## src/hdl/ysb_pkg.sv

```systemverilog
// Shared types and constants for the bus yield and serial bit unit.
// Assumes a single 100 MHz processor clock.
package ysb_pkg;

	// ==========================================================
	// Field layout
	localparam int ADDR_W       = 15;
	localparam int DATA_W       = 16;
	localparam int SER_ADDR_W   = 12;
	localparam int SER_ADDR_LSB = 3;
	localparam int DISP_W       = 8;
	localparam int COUNT_W      = 5;
	localparam int BASE_LSB     = 3;
	localparam int BASE_MSB     = 14;

	// ==========================================================
	// Reset values
	localparam logic [ADDR_W-1:0] ADDR_RST = 15'h7fff;
	localparam logic [DATA_W-1:0] DATA_RST = 16'hffff;

	// ==========================================================
	// Serial sequencer states
	typedef enum logic [2:0]
	{
		YSB_IDLE   = 3'b000,
		YSB_ADDR   = 3'b001,
		YSB_STROBE = 3'b010,
		YSB_READD  = 3'b011,
		YSB_YIELD  = 3'b100
	} ysb_state_type;

	// Core memory request
	typedef struct packed
	{
		logic              valid;
		logic              write;
		logic [ADDR_W-1:0] addr;
		logic [DATA_W-1:0] wdata;
	} ysb_mem_req_type;

	// Core serial I/O request
	typedef struct packed
	{
		logic               valid;
		logic               output_dir;
		logic [DATA_W-1:0]  base_reg;
		logic [DISP_W-1:0]  disp;
		logic [COUNT_W-1:0] count;
		logic [DATA_W-1:0]  out_bits;
	} ysb_ser_req_type;

endpackage : ysb_pkg

```

## src/hdl/ysb_bus_yield.sv

```systemverilog
// Bus yield arbitration and serial bit input/output sequencer.
// Assumes the core presents one memory or serial request at a time and
// holds it until the matching done pulse; the bus has external pull-ups.
//
// Overview of operation
// - Yield only between memory cycles, never inside.
// - Yield raises grant, releases all bus drivers.
// - Request released: drop grant, resume bus.
// - Serial op interrupted: one extra address cycle.
// - Output bit: address on A0-A11 (A12-A14 low), value out.
// - Strobe pulse in second cycle of bit.
// - Repeat per bit for full field length.
// - Input bit: address out, sample input line.
// - Bit address is base plus signed displacement.
// - Reset suppresses write and serial strobes.
`timescale 1ns/100ps
module ysb_bus_yield
(
	// Clock and reset
	input  wire logic                          sys_clk,
	input  wire logic                          rst_n,
	// Core side
	input  wire ysb_pkg::ysb_mem_req_type      mem_req,
	input  wire ysb_pkg::ysb_ser_req_type      ser_req,
	output logic                               mem_done,
	output logic                               ser_done,
	output logic [ysb_pkg::DATA_W-1:0]         ser_in_bits,
	// Bus pins
	input  wire logic                          bus_yield_req_n,
	output logic                               bus_yield_grant,
	output logic                               memory_cycle_strobe_n,
	output logic                               memory_cycle_strobe_oe_n,
	output logic                               bus_read_direction,
	output logic                               bus_read_direction_oe_n,
	output logic                               write_strobe_n,
	output logic                               write_strobe_oe_n,
	output logic [ysb_pkg::ADDR_W-1:0]         addr_out,
	output logic                               addr_oe_n,
	output logic [ysb_pkg::DATA_W-1:0]         data_out,
	output logic                               data_oe_n,
	// Serial bit pins
	output logic                               serial_io_out_bit,
	output logic                               serial_io_bit_strobe,
	input  wire logic                          serial_io_in_bit
);
	// ==========================================================
	// State
	typedef struct packed
	{
		ysb_pkg::ysb_state_type             state;
		ysb_pkg::ysb_state_type             resume;
		logic                               in_mem;
		logic                               grant;
		logic                               mem_strobe_n;
		logic                               read_dir;
		logic                               wr_n;
		logic                               bus_oe_n;
		logic                               data_oe_n;
		logic [ysb_pkg::ADDR_W-1:0]         addr;
		logic [ysb_pkg::DATA_W-1:0]         data;
		logic                               mem_done;
		logic                               ser_done;
		logic                               ser_active;
		logic [ysb_pkg::SER_ADDR_W-1:0]     bit_addr;
		logic [ysb_pkg::COUNT_W-1:0]        bit_idx;
		logic [ysb_pkg::DATA_W-1:0]         in_bits;
		logic                               out_bit;
		logic                               strobe;
		logic                               cap_pend;
		logic [3:0]                         cap_idx;
		logic                               done_pend;
	} ysb_regs_type;

	ysb_regs_type cur;
	ysb_regs_type next_cur;
	logic         req_n_sync;
	logic         in_bit_sync;
	logic [ysb_pkg::SER_ADDR_W-1:0] start_addr;
	logic [ysb_pkg::COUNT_W-1:0]    last_idx;

	// ==========================================================
	// Input synchronisers
	ysb_sync u_req_sync
	(
		.sys_clk   (sys_clk),
		.rst_n     (rst_n),
		.rst_value (1'b1),
		.async_in  (bus_yield_req_n),
		.sync_out  (req_n_sync)
	);

	ysb_sync u_in_sync
	(
		.sys_clk   (sys_clk),
		.rst_n     (rst_n),
		.rst_value (1'b1),
		.async_in  (serial_io_in_bit),
		.sync_out  (in_bit_sync)
	);

	// Base bits 3..14 plus sign-extended displacement
	assign start_addr = ser_req.base_reg[ysb_pkg::BASE_MSB:ysb_pkg::BASE_LSB]
		+ {{(ysb_pkg::SER_ADDR_W-ysb_pkg::DISP_W){ser_req.disp[7]}},
		ser_req.disp};
	// Field length 0 means a full 16-bit field
	assign last_idx = (ser_req.count == 5'h00) ? 5'h0f : 5'(ser_req.count - 5'h01);

	// ==========================================================
	// Next state
	always_comb
	begin
		next_cur          = cur;
		next_cur.mem_done = 1'b0;
		next_cur.ser_done = 1'b0;
		next_cur.strobe   = 1'b0;
		next_cur.cap_pend  = 1'b0;
		next_cur.done_pend = 1'b0;
		// Input bit leaves the synchroniser one cycle after its strobe cycle
		if (cur.cap_pend)
			next_cur.in_bits[cur.cap_idx] = in_bit_sync;
		if (cur.done_pend)
			next_cur.ser_done = 1'b1;
		case (cur.state)
			ysb_pkg::YSB_IDLE, ysb_pkg::YSB_ADDR, ysb_pkg::YSB_STROBE,
			ysb_pkg::YSB_READD:
			begin
				if (cur.in_mem)
				begin
					// Memory cycle runs to completion first
					next_cur.in_mem       = 1'b0;
					next_cur.mem_strobe_n = 1'b1;
					next_cur.read_dir     = 1'b0;
					next_cur.wr_n         = 1'b1;
					next_cur.data_oe_n    = 1'b1;
					next_cur.mem_done     = 1'b1;
				end
				// A strobed bit finishes before the bus is yielded
				else if (!req_n_sync && cur.state != ysb_pkg::YSB_STROBE)
				begin
					next_cur.resume    = cur.state;
					next_cur.state     = ysb_pkg::YSB_YIELD;
					next_cur.grant     = 1'b1;
					next_cur.bus_oe_n  = 1'b1;
					next_cur.data_oe_n = 1'b1;
				end
				else
				begin
					case (cur.state)
						ysb_pkg::YSB_IDLE:
						begin
							if (ser_req.valid && !cur.ser_done && !cur.done_pend)
							begin
								next_cur.bit_addr = start_addr;
								next_cur.bit_idx  = 5'h00;
								next_cur.in_bits  = 16'h0000;
								next_cur.out_bit  = ser_req.out_bits[0];
								next_cur.addr     = {3'h0, start_addr};
								next_cur.state    = ysb_pkg::YSB_ADDR;
							end
							else if (mem_req.valid && !cur.mem_done)
							begin
								next_cur.in_mem       = 1'b1;
								next_cur.addr         = mem_req.addr;
								next_cur.mem_strobe_n = 1'b0;
								next_cur.read_dir     = !mem_req.write;
								next_cur.wr_n         = !mem_req.write;
								next_cur.data         = mem_req.wdata;
								next_cur.data_oe_n    = !mem_req.write;
							end
						end
						ysb_pkg::YSB_ADDR, ysb_pkg::YSB_READD:
						begin
							next_cur.state  = ysb_pkg::YSB_STROBE;
							next_cur.strobe = ser_req.output_dir;
						end
						ysb_pkg::YSB_STROBE:
						begin
							if (!ser_req.output_dir)
							begin
								next_cur.cap_pend = 1'b1;
								next_cur.cap_idx  = cur.bit_idx[3:0];
							end
							if (cur.bit_idx == last_idx)
							begin
								next_cur.done_pend = 1'b1;
								next_cur.state    = ysb_pkg::YSB_IDLE;
							end
							else
							begin
								next_cur.bit_idx  = 5'(cur.bit_idx + 5'h01);
								next_cur.bit_addr = 12'(cur.bit_addr + 12'h001);
								next_cur.addr     = {3'h0, 12'(cur.bit_addr + 12'h001)};
								next_cur.out_bit  = ser_req.out_bits[4'(cur.bit_idx + 5'h01)];
								next_cur.state    = ysb_pkg::YSB_ADDR;
							end
						end
						default: next_cur.state = ysb_pkg::YSB_IDLE;
					endcase
				end
			end
			ysb_pkg::YSB_YIELD:
			begin
				if (req_n_sync)
				begin
					next_cur.grant    = 1'b0;
					next_cur.bus_oe_n = 1'b0;
					// Serial op re-drives its address for one extra cycle
					next_cur.state = (cur.resume == ysb_pkg::YSB_IDLE) ?
						ysb_pkg::YSB_IDLE : ysb_pkg::YSB_READD;
				end
			end
			default: next_cur.state = ysb_pkg::YSB_IDLE;
		endcase
	end

	always_ff @(posedge sys_clk or negedge rst_n)
	begin
		if (!rst_n)
		begin
			cur              <= '0;
			cur.state        <= ysb_pkg::YSB_IDLE;
			cur.resume       <= ysb_pkg::YSB_IDLE;
			cur.mem_strobe_n <= 1'b1;
			cur.wr_n         <= 1'b1;
			cur.data_oe_n    <= 1'b1;
			cur.addr         <= ysb_pkg::ADDR_RST;
			cur.data         <= ysb_pkg::DATA_RST;
			cur.strobe       <= 1'b0;
		end
		else
			cur <= next_cur;
	end

	// ==========================================================
	// Outputs
	assign bus_yield_grant          = cur.grant;
	assign memory_cycle_strobe_n    = cur.mem_strobe_n;
	assign memory_cycle_strobe_oe_n = cur.bus_oe_n;
	assign bus_read_direction       = cur.read_dir;
	assign bus_read_direction_oe_n  = cur.bus_oe_n;
	assign write_strobe_n           = cur.wr_n;
	assign write_strobe_oe_n        = cur.bus_oe_n;
	assign addr_out                 = cur.addr;
	assign addr_oe_n                = cur.bus_oe_n;
	assign data_out                 = cur.data;
	assign data_oe_n                = cur.data_oe_n;
	assign serial_io_out_bit        = cur.out_bit;
	assign serial_io_bit_strobe     = cur.strobe;
	assign mem_done                 = cur.mem_done;
	assign ser_done                 = cur.ser_done;
	assign ser_in_bits              = cur.in_bits;
endmodule : ysb_bus_yield

```

## src/hdl/ysb_sync.sv

```systemverilog
// Two flip-flop synchroniser for one level.
// Assumes the input is asynchronous to sys_clk.
`timescale 1ns/100ps
module ysb_sync
(
	// Clock and reset
	input  wire logic sys_clk,
	input  wire logic rst_n,
	input  wire logic rst_value,
	// Level
	input  wire logic async_in,
	output logic      sync_out
);
	logic stage_one;

	always_ff @(posedge sys_clk or negedge rst_n)
	begin
		if (!rst_n)
		begin
			stage_one <= 1'b1;
			sync_out  <= 1'b1;
		end
		else
		begin
			stage_one <= async_in;
			sync_out  <= stage_one;
		end
	end

	logic unused_rst_value;
	assign unused_rst_value = rst_value;

endmodule : ysb_sync

```

## config.mk

```make
export PLATFORM = sky130hd
export DESIGN_NAME = ysb_bus_yield
export DESIGN_NICKNAME = d
export VERILOG_FILES = /design/src/hdl/ysb_pkg.sv /design/src/hdl/ysb_bus_yield.sv /design/src/hdl/ysb_sync.sv
export SDC_FILE = /design/constraint.sdc
export NUM_CORES = 1
export LEC_CHECK = 0
export ABC_AREA = 1
export BUFFER_PORTS_ARGS = -buffer_cell sky130_fd_sc_hd__buf_4
export CAP_MARGIN = 20
export CELL_PAD_IN_SITES_DETAIL_PLACEMENT = 1
export CELL_PAD_IN_SITES_GLOBAL_PLACEMENT = 1
export CORE_ASPECT_RATIO = 1.4
export CORE_MARGIN = 10
export CORE_UTILIZATION = 42
export DETAILED_ROUTE_END_ITERATION = 10
export GPL_TIMING_DRIVEN = 0
export PLACE_DENSITY = 0.95
export SYNTH_ARGS = -nofsm -noshare
export SYNTH_HDL_FRONTEND = slang
export SYNTH_SLANG_ARGS = --single-unit
```

## constraint.sdc

```tcl
create_clock -name sys_clk -period 4.6 [get_ports sys_clk]
set_input_delay 0.46 -clock sys_clk [delete_from_list [all_inputs] [get_ports sys_clk]]
set_output_delay 0.46 -clock sys_clk [all_outputs]
set_load 0.03 [all_outputs]
```

==> results of run 1 <==
[logic make-up after synthesis]
kind of cell / count (synthesis)
AOI/OAI and AO/OA: 96
xor gates and xnor gates: 11
adders and majority gates: 16
buffers and inverters: 154
DFF: 90
muxes: 17
and+or+nand+nor: 342
[placed cells by master, fill, tap and decap left out, types with 8 or more instances in the layout]
cell type                   count
sky130_fd_sc_hd__nor3_1        10
sky130_fd_sc_hd__a21oi_1       15
sky130_fd_sc_hd__dfstp_2       38
sky130_fd_sc_hd__nand2_1      217
sky130_fd_sc_hd__ha_1          15
sky130_fd_sc_hd__nor2_1        46
sky130_fd_sc_hd__nand3_1       41
sky130_fd_sc_hd__buf_4        192
sky130_fd_sc_hd__o21ai_1       27
sky130_fd_sc_hd__mux2_2         8
sky130_fd_sc_hd__mux2_4         9
sky130_fd_sc_hd__clkbuf_16     10
sky130_fd_sc_hd__dfrtp_1       52
sky130_fd_sc_hd__o21ai_0       41
sky130_fd_sc_hd__inv_1         82
sky130_fd_sc_hd__inv_2          8
sky130_fd_sc_hd__xor2_1         8
[power groups by stage]
stage	Combinational [W]	Clock, W	Sequential [W]
final	0.00198	0.000811	0.00133
after global routing	0.00214	0.000860	0.00136
after CTS	0.00199	0.000825	0.00133
after detailed placement	0.00196	0	0.00134
after global placement	0.00188	0	0.00130
after floorplan	0.00129	0	0.00133
[state kept, by name, summed over array words and instances (netlist names), 15 cells and up]
name / count
data_out: 16
cur: 30
addr_out: 15
ser_in_bits: 16
[path summary, 6_finish.rpt]
path / from / end / slack (ns) / depth (start not counted)
min in group sys_clk: bus_yield_req_n / u_req_sync.stage_one / 0.21 / 1
setup reg to reg: ser_done / addr_out[9] / 2.43 / 7
hold / removal: rst_n / ser_in_bits[8] / 0.01 / 1
max in group asynchronous: rst_n / data_oe_n / 3.90 / 2
hold reg to reg: u_in_sync.stage_one / u_in_sync.sync_out / 0.36 / 0
setup / recovery: ser_done / addr_out[9] / 2.43 / 7
[metal layers]
| metal | vias up | track usage [%] | share of wire [%] |
|---|---|---|---|
| met5 | - | 0 | 0 |
| met1 | 2563 | 20.1 | 37 |
| met2 | 143 | 39.4 | 56 |
| li1 | 2560 | - | - |
| met4 | 0 | 9.74 | 3.8 |
| met3 | 41 | 3.37 | 3.6 |
[final cells by class]
type / count / area share (%)
buffer: 64 / 6.26
clock inverter: 5 / 0.928
inverter: 90 / 4.64
clock buffer: 11 / 3.63
multi-input combinational: 482 / 35.1
timing repair buffer: 140 / 14.7
sequential: 90 / 31.6
tap: 182 / 3.13
[worst reg2reg max path, cell delays in order, from the launching register on]
cell and delay [ns]:
sky130_fd_sc_hd__dfrtp_1 0.42, sky130_fd_sc_hd__nor3_4 0.43, sky130_fd_sc_hd__inv_1 0.14, sky130_fd_sc_hd__nor2_2 0.41, sky130_fd_sc_hd__nand2_1 0.10, sky130_fd_sc_hd__o21ai_0 0.40, sky130_fd_sc_hd__nor2_1 0.12, sky130_fd_sc_hd__nor2_1 0.10
[per-stage QoR]
stage	util [%]	power, W	setup slack (ns)	hold WS [ns]	std cells
6_report	54.9	0.00412	2.43	0.00975	1064
5_1_grt	54.9	0.00436	2.30	0.0263	1064
4_1_cts	54.9	0.00415	2.49	0.0140	1064
3_5_place_dp	52.4	0.00330	2.32	0.353	1048
3_3_place_gp	52.2	0.00318	2.38	0.347	1047
2_1_floorplan	-	0.00262	2.73	0.164	726
==> results by group, run 1 <==
Outcome
  • Outcome: completed

Critical path
  • CP Launch Type: register
  • Critical Path AT: 2.45 ns
  • Crit path capture type: register
  • Delay of the slowest cell on the worst path: 0.43 ns
  • Count of buffering cells on the critical path with inverters included: 1
  • Top delay family on crit path: simple AND/OR/NAND/NOR gates
  • Critical path's most frequent cell: sky130_fd_sc_hd__nor2_1
  • CP Class: register to register
  • Cell breakdown of the critical path: nor3_4 > inv_1 > nor2_2 > nand2_1 > o21ai_0 > nor2_1 > nor2_1
  • Critical path required time: 4.88 ns
  • Largest driver fanout on the critical path: 10
  • Slowest cell on the critical path: sky130_fd_sc_hd__nor3_4

Route
  • Routed wire length per instance: 17.6 um
  • Drt first pass iters: 4
  • Violation count after the first detailed-routing iteration: 263
  • Detail Route Antenna Nets: 0
  • Routed vias/inst: 4.99
  • Total vias in the final route: 5,307
  • WL final: 18.7 mm
  • Residual DRC count: 0

Pwr
  • Standby leakage power: 3.83 nW
  • Part of the total power dissipated in sequential elements: 32.3%
  • Share of total power consumed by net switching: 41.4%
  • Internal power: 0.00241 W
  • Proportion of power drawn by the clock network: 19.7%
  • Proportion of power drawn by combinational gates: 48.0%
  • Net switching power figure: 0.00170 W
  • Worst IR Drop VDD: 231 uV
  • Power per cell area: 566 nW/um2

Synthesis
  • Most instantiated cells after synthesis: sky130_fd_sc_hd__nand2_1 (217), sky130_fd_sc_hd__inv_1 (82), sky130_fd_sc_hd__buf_4 (53), sky130_fd_sc_hd__dfrtp_1 (52), sky130_fd_sc_hd__nor2_1 (46)
  • Gate Count Post-Synth: 726
  • Dominant cell by count in the synthesized netlist: sky130_fd_sc_hd__nand2_1
  • Syn_area_per_cell: 7.78 um2
  • Simple-Gate Fraction of Synth Area: 26.7%
  • Area share of the largest cell type after synthesis: 23.0%
  • Combined area of all synthesized cells: 5650 um2
  • Cell taking the most area after synthesis: sky130_fd_sc_hd__dfrtp_1
  • Adder-Cell Fraction of Synth Area: 3.68%
  • Count of flip-flops with a built-in enable after synthesis: 0
  • Number of synthesized register bits: 90
  • Primary flip-flop cell chosen by synthesis mapping: sky130_fd_sc_hd__dfrtp_1
  • Count of different cell masters after synthesis: 38
  • Share of synthesized area occupied by flip-flops and latches: 40.7%
  • Share of the synthesized area in compound gates (AO/OA/AOI/OAI): 9.11%
  • Synthesized netlist net count: 826
  • Portion of netlist area occupied by mux cells: 3.99%
  • Top post-synthesis cells by area: sky130_fd_sc_hd__dfrtp_1 (23%), sky130_fd_sc_hd__dfstp_2 (18%), sky130_fd_sc_hd__nand2_1 (14%)
  • Share of flip-flops with an asynchronous set or reset: 100%
  • Fraction of synthesized cell area in xor and xnor cells: 1.71%
  • Largest family of logic cells by synthesized area: simple AND/OR/NAND/NOR gates
  • Count of warnings emitted by yosys: 0

STA
  • Fmax: 0.461 GHz
  • Max-slew violation total from the final report: 0
  • Post-layout minimum cycle time: 2.17 ns
  • Worst setup skew after layout: 0.00791 ns
  • Final TNS setup: 0 ns
  • Final Cycle Share: 47.2%
  • Unrepaired setup endpoints after global routing: false
  • Final hold vios: 0
  • Total of endpoints with negative setup slack in the final report: 0
  • Least-Margin Pin Slew: 0.724 ns
  • Slew margin rel.: 51.4%

Clock network
  • Number of buffers inserted during clock tree synthesis: 9
  • Count of instances resized after the clock tree is built: 0
  • Maximum clock insertion buffer count: 2
  • Worst skew pair latency: 0.35 ns
  • Sink count of the clock tree: 90
  • CTS clk-pin slew, worst paths: 0.07 ns
  • Post-CTS Setup Bufs: 0
  • TritonCTS clock tree: yes
  • Clock Tree Root: sky130_fd_sc_hd__clkbuf_16
  • Maximum level of the CTS H-tree: 3
  • Number of buffers inserted for hold repair after clock tree synthesis: 0

Floorplanning
  • Die extent in x: 118 um
  • Placement Rows: 50
  • Starting utilization of the core area: 42.6%
  • Die area: 18,500 um2
  • Ports placed on the boundary: 144
  • Die height: 157 um
  • Core Box Area: 13,300 um2

GRT
  • Overflow left after global routing: 0
  • Number of antenna violations at the first check in global routing: 0
  • Global-route wire length before repair: 30.3 mm
  • Maximum number of pins on one net before global-route repair: 69
  • All-Layer GR Usage: 20.1%
  • Number of global-route vias before repair: 5,974

Layout
  • Area of all placed cells without fillers: 7280 um2
  • Multi-input logic area: 2550 um2
  • Ant diodes: 0
  • Fraction of final layout cells sized beyond drive strength 1: 33.9%
  • Post-layout nets: 977
  • Area overhead of the layout relative to synthesis: 28.9%
  • Seq. cell area: 2300 um2
  • Fillers: 1,672

Job
  • Total of max-cap violations: 0

Placed design
  • Post-place instance area: 6950 um2
  • Number of I/O port buffers: 139
  • Post-detail-place hpwl: 14.4 mm
  • Placer Congestion: 0.841

Min path
  • Hold/Removal Path Class: input pin to async pin
Note: power is estimated with default switching activity, not from simulation.
==> inputs of run 2 (changes only) <==
Settings changed: CORE_UTILIZATION 42 to 35, PLACE_DENSITY 0.95 to 0.86.
Clock period 4.6 ns to 1.8 ns, I/O delays scaled along.
==> results by group, run 2 (synthesis gave the netlist of run 1 again) <==
Outcome
  • Outcome: completed (unchanged)

Clock network
  • Maximum clock insertion buffer count: 2 (unchanged)
  • Clock Tree Root: sky130_fd_sc_hd__clkbuf_16 (unchanged)
  • TritonCTS clock tree: yes (unchanged)
  • Sink count of the clock tree: 90 (unchanged)
  • Maximum level of the CTS H-tree: 3 (unchanged)
  • CTS clk-pin slew, worst paths: 0.07 ns (about the same)
  • Worst skew pair latency: 0.34 ns (was 0.35 ns)
  • Number of buffers inserted during clock tree synthesis: 9 (unchanged)

Critical path
  • Crit path capture type: register (unchanged)
  • Largest driver fanout on the critical path: 8 (was 10)
  • Critical path required time: 2.03 ns (was 4.88 ns)
  • CP Class: register to register (unchanged)
  • Critical Path AT: 1.99 ns (was 2.45 ns)
  • CP Launch Type: register (unchanged)

Floorplanning
  • Starting utilization of the core area: 35.9% (was 42.6%)
  • Ports placed on the boundary: 144 (unchanged)
  • Die extent in x: 127 um (was 118 um)
  • Core Box Area: 15,700 um2 (was 13,300 um2)
  • Die area: 21,700 um2 (was 18,500 um2)
  • Die height: 170 um (was 157 um)
  • Placement Rows: 54 (was 50)

Job
  • Total of max-cap violations: 0 (unchanged)

Layout
  • Area overhead of the layout relative to synthesis: 33.8% (was 28.9%)
  • Most flop-heavy register: cur (unchanged)
  • Most common library cell in the layout ignoring fill and taps: sky130_fd_sc_hd__nand2_1 (unchanged)
  • Ant diodes: 0 (unchanged)
  • Fraction of final layout cells sized beyond drive strength 1: 36.6% (was 33.9%)
  • Number of flip-flops under the largest register name: 30 (unchanged)
  • Most frequent cells in the layout: sky130_fd_sc_hd__nand2_1 (217), sky130_fd_sc_hd__buf_4 (207), sky130_fd_sc_hd__inv_1 (82) (was sky130_fd_sc_hd__nand2_1 (217), sky130_fd_sc_hd__buf_4 (192), sky130_fd_sc_hd__inv_1 (82))
  • Post-layout nets: 996 (was 977)
  • Area of all placed cells without fillers: 7550 um2 (was 7280 um2)

Route
  • Residual DRC count: 0 (unchanged)
  • Detail Route Antenna Nets: 0 (unchanged)
  • WL final: 18.1 mm (was 18.7 mm)
  • Violation count after the first detailed-routing iteration: 288 (was 263)
  • Routed vias/inst: 4.89 (was 4.99)
  • Drt first pass iters: 4 (unchanged)
  • Routed wire length per instance: 16.5 um (was 17.6 um)
  • Total vias in the final route: 5,367 (was 5,307)

STA
  • Slew margin rel.: 59.8% (was 51.4%)
  • Least-Margin Pin Slew: 0.599 ns (was 0.724 ns)
  • Total of endpoints with negative setup slack in the final report: 0 (unchanged)
  • Fmax: 0.570 GHz (was 0.461 GHz)
  • Unrepaired setup endpoints after global routing: true (was false)
  • Final hold vios: 0 (unchanged)
  • Max-slew violation total from the final report: 0 (unchanged)
  • Post-layout minimum cycle time: 1.75 ns (was 2.17 ns)
  • Worst setup skew after layout: 0.00944 ns (was 0.00791 ns)
  • Final Cycle Share: 97.5% (was 47.2%)
  • Worst hold margin: 0.0411 ns (was 0.00975 ns)
  • Setup ws final: 0.0452 ns (was 2.43 ns)

GRT
  • Number of antenna violations at the first check in global routing: 0 (unchanged)
  • Number of global-route vias before repair: 5,808 (was 5,974)
  • All-Layer GR Usage: 15.9% (was 20.1%)
  • Maximum number of pins on one net before global-route repair: 68 (was 69)
  • Global-route wire length before repair: 28.6 mm (was 30.3 mm)
  • Overflow left after global routing: 0 (unchanged)

Pwr
  • Total power: 0.0107 W (was 0.00412 W)
  • Worst IR Drop VDD: 995 uV (was 231 uV)
  • Power per cell area: 1420 nW/um2 (was 566 nW/um2)
  • Standby leakage power: 3.93 nW (was 3.83 nW)

Placed design
  • Post-detail-place hpwl: 13.6 mm (was 14.4 mm)
  • Worst slack, placed: -0.335 ns (was 2.32 ns)
  • Placer Congestion: 0.879 (was 0.841)
  • Post-place instance area: 6960 um2 (was 6950 um2)
  • Number of I/O port buffers: 139 (unchanged)

Min path
  • Hold/Removal Path Class: input pin to register (was input pin to async pin)
[run 2: worst paths after layout]
| path | from | endpoint | slack [ns] | cells after the start |
|---|---|---|---|---|
| min in group asynchronous | rst_n | ser_in_bits[4] | 0.28 | 2 |
| worst max-delay path | cur[87] | cur[3] | 0.05 | 6 |
| worst max register to register | cur[87] | cur[3] | 0.05 | 6 |
| worst min register to register | u_req_sync.stage_one | u_req_sync.sync_out | 0.36 | 0 |
| worst min-delay path | mem_req[31] | write_strobe_n | 0.04 | 2 |
| max in group asynchronous | rst_n | memory_cycle_strobe_n | 0.82 | 3 |
[run 2: per-layer routing]
metal	up-vias	global-route usage, %	wire, um
met5	-	0	0
met3	21	3.08	738
met1	2627	16.8	6820
met2	110	30.7	10200
li1	2609	-	-
met4	0	4.62	342
[run 2: area by class of cell]
cell class,instances,area (um2)
flip-flops and latches,90,2300
clock buffers,11,243
clock inverters,5,63.8
multi-input cells,482,2610
fillers,1943,8190
inverters,90,348
repair buffers,160,1250
well taps,196,245
plain buffers,63,492
[run 2: worst max-delay path: stages (launching register included)]
cell and delay (ns):
sky130_fd_sc_hd__dfrtp_1 0.42, sky130_fd_sc_hd__inv_2 0.10, sky130_fd_sc_hd__nand2_4 0.08, sky130_fd_sc_hd__nor2_4 0.17
sky130_fd_sc_hd__inv_2 0.13, sky130_fd_sc_hd__nor3_2 0.36, sky130_fd_sc_hd__mux2_2 0.38
[run 2: timing repair]
action	in CTS	in global routing
gates resized for setup	9	33
hold endpoints to repair	25	0
gates cloned	0	1
hold buffers	3	0
pin swaps	2	6
setup endpoints to repair	38	45
buffers inserted	6	10
[run 2: stage by stage]
step	utilization [%]	setup TNS, ns	instances
2_1_floorplan	-	0	726
4_1_cts	46.8	0	1087
5_1_grt	48.0	-0.463	1097
3_3_place_gp	44.1	-3.72	1061
3_5_place_dp	44.2	-4.78	1062
6_report	48.0	0	1097
[run 2: power by group]
part / total [W] / switching [W] / leakage (nW) / internal (W)
sequential: 0.00339 / 0.000471 / 1.10 / 0.00291
combinational: 0.00540 / 0.00308 / 2.69 / 0.00232
clock: 0.00194 / 0.000815 / 0.146 / 0.00112
